## config.mk

```make
export PLATFORM = sky130hd
export DESIGN_NAME = ddufc_top
export DESIGN_NICKNAME = d
export VERILOG_FILES = /design/src/ddufc_pkg.sv /design/src/ddufc_top.sv
export SDC_FILE = /design/constraint.sdc
export NUM_CORES = 1
export LEC_CHECK = 0
export ABC_AREA = 0
export BUFFER_PORTS_ARGS = -buffer_cell sky130_fd_sc_hd__buf_2
export CAP_MARGIN = 20
export CORE_UTILIZATION = 40
export CTS_BUF_LIST = sky130_fd_sc_hd__clkbuf_4 sky130_fd_sc_hd__clkbuf_8 sky130_fd_sc_hd__clkbuf_16
export DETAILED_ROUTE_END_ITERATION = 10
export HOLD_SLACK_MARGIN = 0.08
export PLACE_DENSITY = 0.63
export SLEW_MARGIN = 20
export SYNTH_ARGS = -nofsm -noshare
export SYNTH_HDL_FRONTEND = slang
export SYNTH_SLANG_ARGS = --single-unit
```

## constraint.sdc

```tcl
create_clock -name ref_clk -period 6.6 [get_ports ref_clk]
set_clock_uncertainty 0.2 [all_clocks]
set_input_delay 0.33 -clock ref_clk [delete_from_list [all_inputs] [get_ports ref_clk]]
set_output_delay 0.33 -clock ref_clk [all_outputs]
set_load 0.02 [all_outputs]
```

## src/ddufc_pkg.sv

```systemverilog
// Package for the dual channel converter update and format control block
package ddufc_pkg;

    // Register addresses within the register space
    localparam logic [7:0] ADDR_CODE_LOW  = 8'hD2;
    localparam logic [7:0] ADDR_CODE_HIGH = 8'hD3;
    localparam logic [7:0] ADDR_CONTROL   = 8'hD4;

    // Register pages for the two channels
    localparam logic [7:0] PAGE_CHAN0 = 8'h00;
    localparam logic [7:0] PAGE_CHAN1 = 8'h01;

    // Control field positions
    localparam int CTL_ENABLE_BIT = 7;
    localparam int CTL_MODE_HI    = 4;
    localparam int CTL_MODE_LO    = 3;
    localparam int CTL_FMT_HI     = 2;
    localparam int CTL_FMT_LO     = 0;

    // Writable control bits; bits 6 and 5 always read zero
    localparam logic [7:0] CTL_WRITE_MASK = 8'h9F;

    // Reset values
    localparam logic [7:0]  RST_BYTE = 8'h00;
    localparam logic [11:0] RST_CODE = 12'h000;

    // Update mode selection
    localparam logic [1:0] MODE_ON_HIGH_WRITE = 2'h0;
    localparam logic [1:0] MODE_TIMER3        = 2'h1;
    localparam logic [1:0] MODE_TIMER4        = 2'h2;
    localparam logic [1:0] MODE_TIMER2        = 2'h3;

    // Register bus request from the CPU core
    typedef struct packed {
        logic       wr;    // Write strobe
        logic       rd;    // Read strobe
        logic [7:0] addr;  // Register address
        logic [7:0] page;  // Register page
        logic [7:0] wdata; // Write data
    } ddufc_req_t;

    // Timer overflow pulses
    typedef struct packed {
        logic t2;  // Timer 2 overflow
        logic t3;  // Timer 3 overflow
        logic t4;  // Timer 4 overflow
    } ddufc_tmr_t;

    // Per channel register state
    typedef struct packed {
        logic [7:0]  low;   // Low data byte
        logic [7:0]  high;  // High data byte
        logic [7:0]  ctl;   // Control byte
        logic [11:0] code;  // Converter input latch
    } ddufc_chan_t;

    // Whole block state
    typedef struct packed {
        ddufc_chan_t [1:0] ch;    // Both channels
        logic [7:0]        rdata; // Read data
        logic              ren;   // Read data valid
    } ddufc_state_t;

endpackage

```

## src/ddufc_top.sv

```systemverilog
// Dual channel converter update, scheduling and justification control
`timescale 1ns/10ps
module ddufc_top
(
    input  wire logic                ref_clk,     // System clock 20 MHz
    input  wire logic                resetn,      // Async reset, active low
    input  wire ddufc_pkg::ddufc_req_t req,       // Register bus request
    input  wire ddufc_pkg::ddufc_tmr_t tmr,       // Timer overflow pulses
    output logic [7:0]               rdata,       // Read data
    output logic                     rdata_valid, // Read data valid
    output logic [11:0]              chan0_code,  // Channel 0 latch
    output logic [11:0]              chan1_code,  // Channel 1 latch
    output logic                     chan0_enable,// Channel 0 active
    output logic                     chan1_enable // Channel 1 active
);

    ////////////////////////////////////////////////////////////////////////
    // Helper functions

    // Justify high and low bytes into a 12-bit code
    function automatic logic [11:0] justify(input logic [7:0] hi,
                                            input logic [7:0] lo,
                                            input logic [2:0] fmt);
        logic [11:0] w;
        w = 12'h000;
        if (fmt[2])
            w = {hi, lo[7:4]};
        else
            case (fmt[1:0])
                2'h0:    w = {hi[3:0], lo};
                2'h1:    w = {hi[4:0], lo[7:1]};
                2'h2:    w = {hi[5:0], lo[7:2]};
                default: w = {hi[6:0], lo[7:3]};
            endcase
        return w;
    endfunction

    // Pick the overflow pulse of the selected timer
    function automatic logic tmr_sel(input logic [1:0] md,
                                     input ddufc_pkg::ddufc_tmr_t t);
        logic s;
        s = 1'b0;
        case (md)
            ddufc_pkg::MODE_TIMER3: s = t.t3;
            ddufc_pkg::MODE_TIMER4: s = t.t4;
            ddufc_pkg::MODE_TIMER2: s = t.t2;
            default:                s = 1'b0;
        endcase
        return s;
    endfunction

    ////////////////////////////////////////////////////////////////////////
    // State

    ddufc_pkg::ddufc_state_t state_reg;   // Registered state
    ddufc_pkg::ddufc_state_t state_next;  // Next state

    ////////////////////////////////////////////////////////////////////////
    // Next state logic

    // Register writes, reads and latch updates for both channels
    always_comb
    begin
        logic        sel;
        logic        hi_wr;
        logic [1:0]  md;
        logic [7:0]  nlow;
        logic [7:0]  nhigh;
        sel        = 1'b0;
        hi_wr      = 1'b0;
        md         = 2'h0;
        nlow       = 8'h00;
        nhigh      = 8'h00;
        state_next = state_reg;
        state_next.ren   = req.rd;
        state_next.rdata = 8'h00;
        for (int i = 0; i < 2; i++)
        begin
            // Page select per channel
            sel = (req.page == ((i == 0) ? ddufc_pkg::PAGE_CHAN0
                                         : ddufc_pkg::PAGE_CHAN1));
            md  = state_reg.ch[i].ctl[ddufc_pkg::CTL_MODE_HI:
                                      ddufc_pkg::CTL_MODE_LO];
            nlow  = state_reg.ch[i].low;
            nhigh = state_reg.ch[i].high;
            hi_wr = 1'b0;
            if (sel && req.wr)
            begin
                case (req.addr)
                    ddufc_pkg::ADDR_CODE_LOW:
                        nlow = req.wdata;
                    ddufc_pkg::ADDR_CODE_HIGH:
                    begin
                        nhigh = req.wdata;
                        hi_wr = 1'b1;
                    end
                    ddufc_pkg::ADDR_CONTROL:
                        state_next.ch[i].ctl =
                            req.wdata & ddufc_pkg::CTL_WRITE_MASK;
                    default: ;
                endcase
            end
            state_next.ch[i].low  = nlow;
            state_next.ch[i].high = nhigh;
            // Latch update; low byte write alone holds
            if (md == ddufc_pkg::MODE_ON_HIGH_WRITE)
            begin
                if (hi_wr)
                    state_next.ch[i].code =
                        justify(nhigh, nlow, state_reg.ch[i].ctl[2:0]);
            end
            else if (tmr_sel(md, tmr))
                state_next.ch[i].code =
                    justify(state_reg.ch[i].high, state_reg.ch[i].low,
                            state_reg.ch[i].ctl[2:0]);
            // Read mux
            if (sel && req.rd)
            begin
                case (req.addr)
                    ddufc_pkg::ADDR_CODE_LOW:
                        state_next.rdata = state_reg.ch[i].low;
                    ddufc_pkg::ADDR_CODE_HIGH:
                        state_next.rdata = state_reg.ch[i].high;
                    ddufc_pkg::ADDR_CONTROL:
                        state_next.rdata = state_reg.ch[i].ctl;
                    default: ;
                endcase
            end
        end
    end

    ////////////////////////////////////////////////////////////////////////
    // State register

    // Registers all state; reset clears everything
    always_ff @(posedge ref_clk or negedge resetn)
    begin
        if (!resetn)
            state_reg <= '0;
        else
            state_reg <= state_next;
    end

    ////////////////////////////////////////////////////////////////////////
    // Outputs

    // All outputs come straight from state flops
    assign rdata        = state_reg.rdata;
    assign rdata_valid  = state_reg.ren;
    assign chan0_code   = state_reg.ch[0].code;
    assign chan1_code   = state_reg.ch[1].code;
    assign chan0_enable = state_reg.ch[0].ctl[ddufc_pkg::CTL_ENABLE_BIT];
    assign chan1_enable = state_reg.ch[1].ctl[ddufc_pkg::CTL_ENABLE_BIT];

    ////////////////////////////////////////////////////////////////////////
    // Assertions

    // Control bits six and five never set
    property p_unused_zero;
        @(posedge ref_clk) disable iff (!resetn)
        state_reg.ch[0].ctl[6:5] == 2'h0 && state_reg.ch[1].ctl[6:5] == 2'h0;
    endproperty
    a_unused_zero: assert property (p_unused_zero)
        else $error("unused control bits set");

    // Enable follows control write of channel 0
    property p_enable;
        @(posedge ref_clk) disable iff (!resetn)
        (req.wr && req.page == ddufc_pkg::PAGE_CHAN0 &&
         req.addr == ddufc_pkg::ADDR_CONTROL)
        |=> chan0_enable == $past(req.wdata[7]);
    endproperty
    a_enable: assert property (p_enable)
        else $error("enable not taken from write");

    // High write in mode 00 updates latch with format
    property p_high_write;
        @(posedge ref_clk) disable iff (!resetn)
        (req.wr && req.page == ddufc_pkg::PAGE_CHAN0 &&
         req.addr == ddufc_pkg::ADDR_CODE_HIGH &&
         state_reg.ch[0].ctl[4:3] == 2'h0 && state_reg.ch[0].ctl[2:0] == 3'h0)
        |=> chan0_code == {state_reg.ch[0].high[3:0], state_reg.ch[0].low};
    endproperty
    a_high_write: assert property (p_high_write)
        else $error("on-demand latch wrong");

    // Low write alone never moves latch
    property p_low_hold;
        @(posedge ref_clk) disable iff (!resetn)
        (req.wr && req.addr == ddufc_pkg::ADDR_CODE_LOW &&
         state_reg.ch[1].ctl[4:3] == 2'h0)
        |=> $stable(chan1_code);
    endproperty
    a_low_hold: assert property (p_low_hold)
        else $error("low write moved latch");

    // Timer 3 pulse in mode 01 copies bytes, format 1xx
    property p_t3;
        @(posedge ref_clk) disable iff (!resetn)
        (tmr.t3 && state_reg.ch[0].ctl[4:3] == 2'h1 && state_reg.ch[0].ctl[2])
        |=> chan0_code == {$past(state_reg.ch[0].high),
                           $past(state_reg.ch[0].low[7:4])};
    endproperty
    a_t3: assert property (p_t3)
        else $error("timer 3 update wrong");

    // Timer 4 pulse in mode 10, format 001
    property p_t4;
        @(posedge ref_clk) disable iff (!resetn)
        (tmr.t4 && state_reg.ch[1].ctl[4:3] == 2'h2 &&
         state_reg.ch[1].ctl[2:0] == 3'h1)
        |=> chan1_code == {$past(state_reg.ch[1].high[4:0]),
                           $past(state_reg.ch[1].low[7:1])};
    endproperty
    a_t4: assert property (p_t4)
        else $error("timer 4 update wrong");

    // Timer 2 pulse in mode 11, format 010
    property p_t2;
        @(posedge ref_clk) disable iff (!resetn)
        (tmr.t2 && state_reg.ch[0].ctl[4:3] == 2'h3 &&
         state_reg.ch[0].ctl[2:0] == 3'h2)
        |=> chan0_code == {$past(state_reg.ch[0].high[5:0]),
                           $past(state_reg.ch[0].low[7:2])};
    endproperty
    a_t2: assert property (p_t2)
        else $error("timer 2 update wrong");

    // Unselected timer never moves latch
    property p_unselected;
        @(posedge ref_clk) disable iff (!resetn)
        (state_reg.ch[0].ctl[4:3] == 2'h1 && !tmr.t3)
        |=> $stable(chan0_code);
    endproperty
    a_unselected: assert property (p_unselected)
        else $error("unselected timer updated");

    // Low byte write to channel 1 is stored in its register
    property p_low_rw;
        @(posedge ref_clk) disable iff (!resetn)
        (req.wr && req.page == ddufc_pkg::PAGE_CHAN1 &&
         req.addr == ddufc_pkg::ADDR_CODE_LOW)
        |=> state_reg.ch[1].low == $past(req.wdata);
    endproperty
    a_low_rw: assert property (p_low_rw)
        else $error("low byte not stored");

    // Main scenarios
    c_t3: cover property (@(posedge ref_clk) disable iff (!resetn)
        tmr.t3 && state_reg.ch[0].ctl[4:3] == 2'h1);
    c_hw: cover property (@(posedge ref_clk) disable iff (!resetn)
        req.wr && req.addr == ddufc_pkg::ADDR_CODE_HIGH);
    c_en: cover property (@(posedge ref_clk) disable iff (!resetn)
        chan1_enable);

endmodule // ddufc_top

```

# [Word level (Yosys, flattened, before mapping)]
# Index checks and enable logic that the tools add are counted.
# Widths: inputs -> output; s select.
[word_totals] inputBits=31 output_inout_bits=35 word_cells=74 regBits=77
[op_classes] n_eq_ne=16 reduce_logical=15 muxes=33
[op_table] op="$pmux 12 s3" n=4
[op_table] op="$mux 12" n=10
[op_table] op="$mux 8" n=10
[op_table] op="$pmux 8 s3" n=2
[op_table] op="$eq 8x8->1 const B" n=3
[op_table] op="$eq 2x2->1 const B" n=6
[op_table] op="$eq 2x1->1 const B" n=4
[op_table] op="$eq 8x1->1 const B" n=1
[op_table] op="$logic_not 2->1" n=4
[op_table] op="$logic_not 8->1" n=1
[op_table] op="$reduce_and 2->1" n=4
[op_table] op="$pmux 1 s3" n=2
[op_table] op="$mux 1" n=5
[op_table] op="$logic_and 1x1->1" n=4
[op_table] op="$ne 2x2->1 const B" n=2
[op_table] op="$reduce_bool 2->1" n=2

# [Longest topological paths before layout]
[logic_depth] ltp_word=7 ltp_mapped=8 depth_no_buf=6

# [Worst setup path after synthesis]
# No wires, ideal clock.
[synth_timing] path_kind="in2reg" start="input port req[13] (netlist bit)" end="register state_reg (netlist bit chan1_code[10])" arrival_ns=2.625 required_time_ns=6.267 setup_ns=0.133 path_buffers=0 cell_stages=6 slack_ns=3.641 cell_sequence="or4_4 or4_1 nor2_2 mux4_2 a2111oi_0 nor2_1"
[synth_via] elab_chain_len=7 elab_cells_between_ends=10 cone_classes="eq/ne: 2; mux: 6; reduce/logical: 2"
[synth_lines] item="start: declaration" line="ddufc_top.sv:7" text="input wire ddufc_pkg::ddufc_req_t req,"
[synth_lines] item="$eq 8x1->1 (*)" line="ddufc_top.sv:80" text="sel = (req.page == ((i == 0) ? ddufc_pkg::PAGE_CHAN0"
[synth_lines] item="$logic_and 1x1->1 (*)" line="ddufc_top.sv:87" text="if (sel && req.wr)"
[synth_lines] item="$mux 8" line="ddufc_top.sv:87"
[synth_lines] item="$pmux 12 s3" line="ddufc_top.sv:29" text="case (fmt[1:0])"
[synth_lines] item="$mux 12" line="ddufc_top.sv:26" text="if (fmt[2])"
[synth_lines] item="$mux 12" line="ddufc_top.sv:108" text="if (hi_wr)"
[synth_lines] item="$mux 12" line="ddufc_top.sv:106" text="if (md == ddufc_pkg::MODE_ON_HIGH_WRITE)"
[synth_lines] item="end signal: assignment" line="ddufc_top.sv:141" text="state_reg <= state_next;"
[synth_lines] item="end: declaration" line="ddufc_top.sv:55" text="ddufc_pkg::ddufc_state_t state_reg;"
# Every way passes the cells marked *; elsewhere a longest branch is shown, timed or not. The select of a mux whose other input is x is not followed.
# A chain may end at the register's enable or synchronous reset.

# [Worst setup path after layout]
[layout_timing] start="input port req[21] (netlist bit)" end="register state_reg (netlist bit chan0_code[4])"
[layout_via] elab_chain_len=7 elab_cells_between_ends=14 cone_classes="eq/ne: 3; mux: 10; reduce/logical: 1"
[layout_lines] item="$eq 8x8->1" line="ddufc_top.sv:89" text="case (req.addr)"
[layout_lines] item="$mux 8" line="ddufc_top.sv:89"
[layout_lines] item="$mux 8" line="ddufc_top.sv:87"
[layout_lines] item="$pmux 12 s3" line="ddufc_top.sv:29"
[layout_lines] item="$mux 12" line="ddufc_top.sv:26"
[layout_lines] item="$mux 12" line="ddufc_top.sv:108"
[layout_lines] item="$mux 12" line="ddufc_top.sv:106"
# Parallel ways exist; a longest one is shown, timed or not. The select of a mux whose other input is x is not followed.

==> metrics.log <==
[metrics] result of the run: finished clean
[metrics] Hold EP: state_reg[36]$_DFF_PN0_
[metrics] cell area after synthesis: 0.00589 mm2
[metrics] detailed router's first-iteration violation count: 935
[metrics] Total Die Area: 0.0152 mm2
[metrics] required time of the critical path: 6630 ps
[metrics] most frequent standard cell in the layout excluding fill and tap cells: nand2_1
[metrics] maximum clock frequency: 279 MHz
[metrics] number of inserted filler cells in the final layout: 1,390
[metrics] adder-cell area share of the yosys netlist: 0
[metrics] multiplexer share of the synthesized area: 0.180
[metrics] Avg Cell Area, Syn: 8.93 um2
[metrics] antenna-violating nets left: 0
[metrics] synthesized flop and latch total: 77
[metrics] clock latency of the later-clocked register in the worst-skew pair: 360 ps
[metrics] met1 global-route usage: 0.387
[metrics] most used routing layer in global routing: met2
[metrics] top cell type's share of synthesized area: 0.327
[metrics] wire length of the first global-routing pass: 30,400 um
[metrics] final max-slew violation count: 0
[metrics] Synth Area in Compound Gates: 0.223
[metrics] grt met3 use: 0.0604
[metrics] maximum fanout along the worst path: 20
[metrics] standard-cell rows: 43
[metrics] kind of critical path: input pin to register
[metrics] number of detailed-routing iterations run before antenna repair: 6
[metrics] routability cong.: 0.980
[metrics] flip-flop count of the largest register, all copies and words added: 42
[metrics] Worst Reg2Reg Path Length in Cells: 6
[metrics] Synth area leader: dfrtp_1
[metrics] number of resized instances in the post-cts repair step: 0
[metrics] most area-consuming cells after synthesis: dfrtp_1, mux2i_1, mux4_2
[metrics] hold violation count in the final report: 0
[metrics] clk root buf: clkbuf_16
[metrics] Setup violations, final: 0
[metrics] Clock Sink Count: 77
[metrics] Overflow after GRT: 0
[metrics] worst reg2reg path startpoint: state_reg[57]$_DFFE_PN0P_
[metrics] via count of the first global-routing pass: 5,303
[metrics] leakage power total: 2.81 nW
[metrics] number of nets produced by synthesis: 691
[metrics] Remaining DRCs: 0
[metrics] RSZ-0062 raised after global routing: false
[metrics] ys flop type: dfrtp_1
[metrics] CP arrival: 3620 ps
[metrics] total wirelength of the detailed-routed design: 19,700 um
[metrics] simple logic cell fraction of the synthesized area: 0.190
[metrics] mean number of vias per cell: 6.62
[metrics] CTS tree: yes
[metrics] number of buffers inserted during clock tree synthesis: 9
[metrics] port bufs: 65
[metrics] power density of the placed cells: 163 mW/mm2
[metrics] number of instances in the synthesized netlist: 660
[metrics] worst setup slack for register-to-register paths: 3960 ps
[metrics] Chip Width: 123 um
[metrics] clk buf depth: 2
[metrics] core area: 0.0141 mm2
[metrics] CP endpoint kind: register
[metrics] leading cell types in the layout, fill and taps excluded: nand2_1, dfrtp_1, buf_2
[metrics] start point of the worst hold path: req[7]
[metrics] HPWL after detailed placement: 13,700 um
[metrics] global router's overall resource usage: 0.271
[metrics] Max-slew headroom: 0.441
[metrics] Synth Warn #: 0
[metrics] fraction of final layout cells sized beyond drive strength 1: 0.227
[metrics] met2 track utilization from global routing: 0.390
[metrics] Reg2Reg Capture Point: chan1_code[9]$_DFFE_PN0P_
[metrics] growth of design area from synthesis to finish: 9.90%
[metrics] effective utilization at floorplan: 0.416
[metrics] Max-Cap Viols: 0
[metrics] overall via count from detail_route: 5,690
[metrics] I/O pin count: 66
[metrics] antenna diode instance count: 0
[metrics] Startpoint Class: input pin
[metrics] worst slew pin tran: 833 ps
[metrics] parity-gate share of the synthesized area counting xor and xnor cells: 0
[metrics] Hold/Removal Path Class: input pin to register
[metrics] Post-synth ARST share: 1.00
[metrics] initial antenna violation count: 0
[metrics] Min Clock Period, post-route: 3590 ps
[metrics] die height: 123 um
[metrics] largest net degree at the start of global routing: 78
[metrics] Total Neg Setup Slack: 0 ps
[metrics] clock slew at the register clock pins of the worst setup and hold paths: 60 ps
[metrics] net count reported at finish: 705
[metrics] dominant combinational cell family by area after synthesis: compound AO/OA/AOI/OAI gates
[metrics] fraction of the core area covered by cells at the end of the flow: 0.458
[metrics] post-detailed-route wirelength per cell: 22.9 um
[metrics] largest voltage drop on the vdd net: 0.000144 V
[metrics] count of flip-flops with a built-in enable after synthesis: 0
[metrics] deepest level of the CTS H-tree: 3
[metrics] post-synthesis cell type count: 74
[metrics] instance count along the most critical hold path: 3
[metrics] share of synthesized area occupied by flip-flops and latches: 0.327
[metrics] final period utilization: 0.543
[Yosys cell counts, types with 4 or more instances]
library cell / number
nor2_1: 36
a22oi_1: 4
buf_4: 32
a21oi_1: 29
a31oi_1: 7
o21ai_1: 15
inv_1: 10
nand4_1: 11
clkbuf_1: 36
a211oi_1: 19
a22o_1: 8
nand2b_1: 9
a21boi_0: 4
a21o_1: 10
nand3_1: 32
a222oi_1: 6
nand2_1: 85
mux4_2: 18
o211ai_1: 8
nor4_1: 4
o221ai_1: 6
mux2_2: 20
a221oi_1: 5
o31ai_1: 7
dfrtp_1: 77
nor3_1: 10
buf_1: 5
mux2i_1: 42
o21ai_0: 33
[layer usage]
layer,up-vias,part of all wire
met1,2762,0.43
li1,2516,-
met5,-,0
met3,52,0.10
met2,360,0.43
met4,0,0.031
[cell families (layout without fill, tap and decap cells)]
group / count (synthesis) / in the layout
simple gates: 221 / 221
compound gates: 190 / 190
buf+inv: 91 / 110
mux: 81 / 81
flops: 77 / 77
[critical path: stages]
cell and delay [ps]:
buf_2 90, nand4b_1 440, or4_1 960, o41a_1 520, nor2_2 660, mux2i_1 250
or3b_1 350
[power by group]
| part | internal [W] | leakage, nW | switching [W] |
|---|---|---|---|
| Sequential | 0.000473 | 1.05 | 0.000000780 |
| Combinational | 0.0000172 | 1.61 | 0.0000450 |
| Clock | 0.000299 | 0.147 | 0.000221 |
[worst max-delay path by stage]
stage / end / slack (ps) / startpoint
6_report: chan0_code[4]$_DFFE_PN0P_ / 3010 / req[21]
5_1_grt: chan0_code[4]$_DFFE_PN0P_ / 2850 / req[21]
3_3_place_gp: chan0_code[4]$_DFFE_PN0P_ / 2830 / req[13]
4_1_cts: chan0_code[4]$_DFFE_PN0P_ / 3070 / req[21]
3_5_place_dp: chan0_code[9]$_DFFE_PN0P_ / 2710 / req[21]
2_1_floorplan: chan1_code[10]$_DFFE_PN0P_ / 3640 / req[13]
[metrics by stage]
stage / area, um2 / total power [W] / worst slack (ps) / std cells / hold WS [ps]
after floorplan: 5890 / 0.000507 / 3640 / 660 / -166
after global placement: 6110 / 0.000541 / 2830 / 840 / 255
after detailed placement: 6120 / 0.000542 / 2710 / 840 / 254
after CTS: 6450 / 0.00107 / 3070 / 858 / 151
after global routing: 6470 / 0.00109 / 2850 / 859 / 166
final: 6470 / 0.00106 / 3010 / 859 / 174
[timing repair]
action,4_1_cts,5_1_grt
hold endpoints to repair,78,0
setup buffers,0,0
hold buffers,2,0
[cell type report]
class,instances,area [um2],area share
multi-input cells,492,3510,0.541
clock inverters,7,81.3,0.0126
well taps,180,225,0.0348
inverters,14,52.6,0.00812
repair buffers,80,458,0.0707
clock buffers,9,225,0.0348
flip-flops and latches,77,1930,0.298
Power figures use the tool's default switching activity.
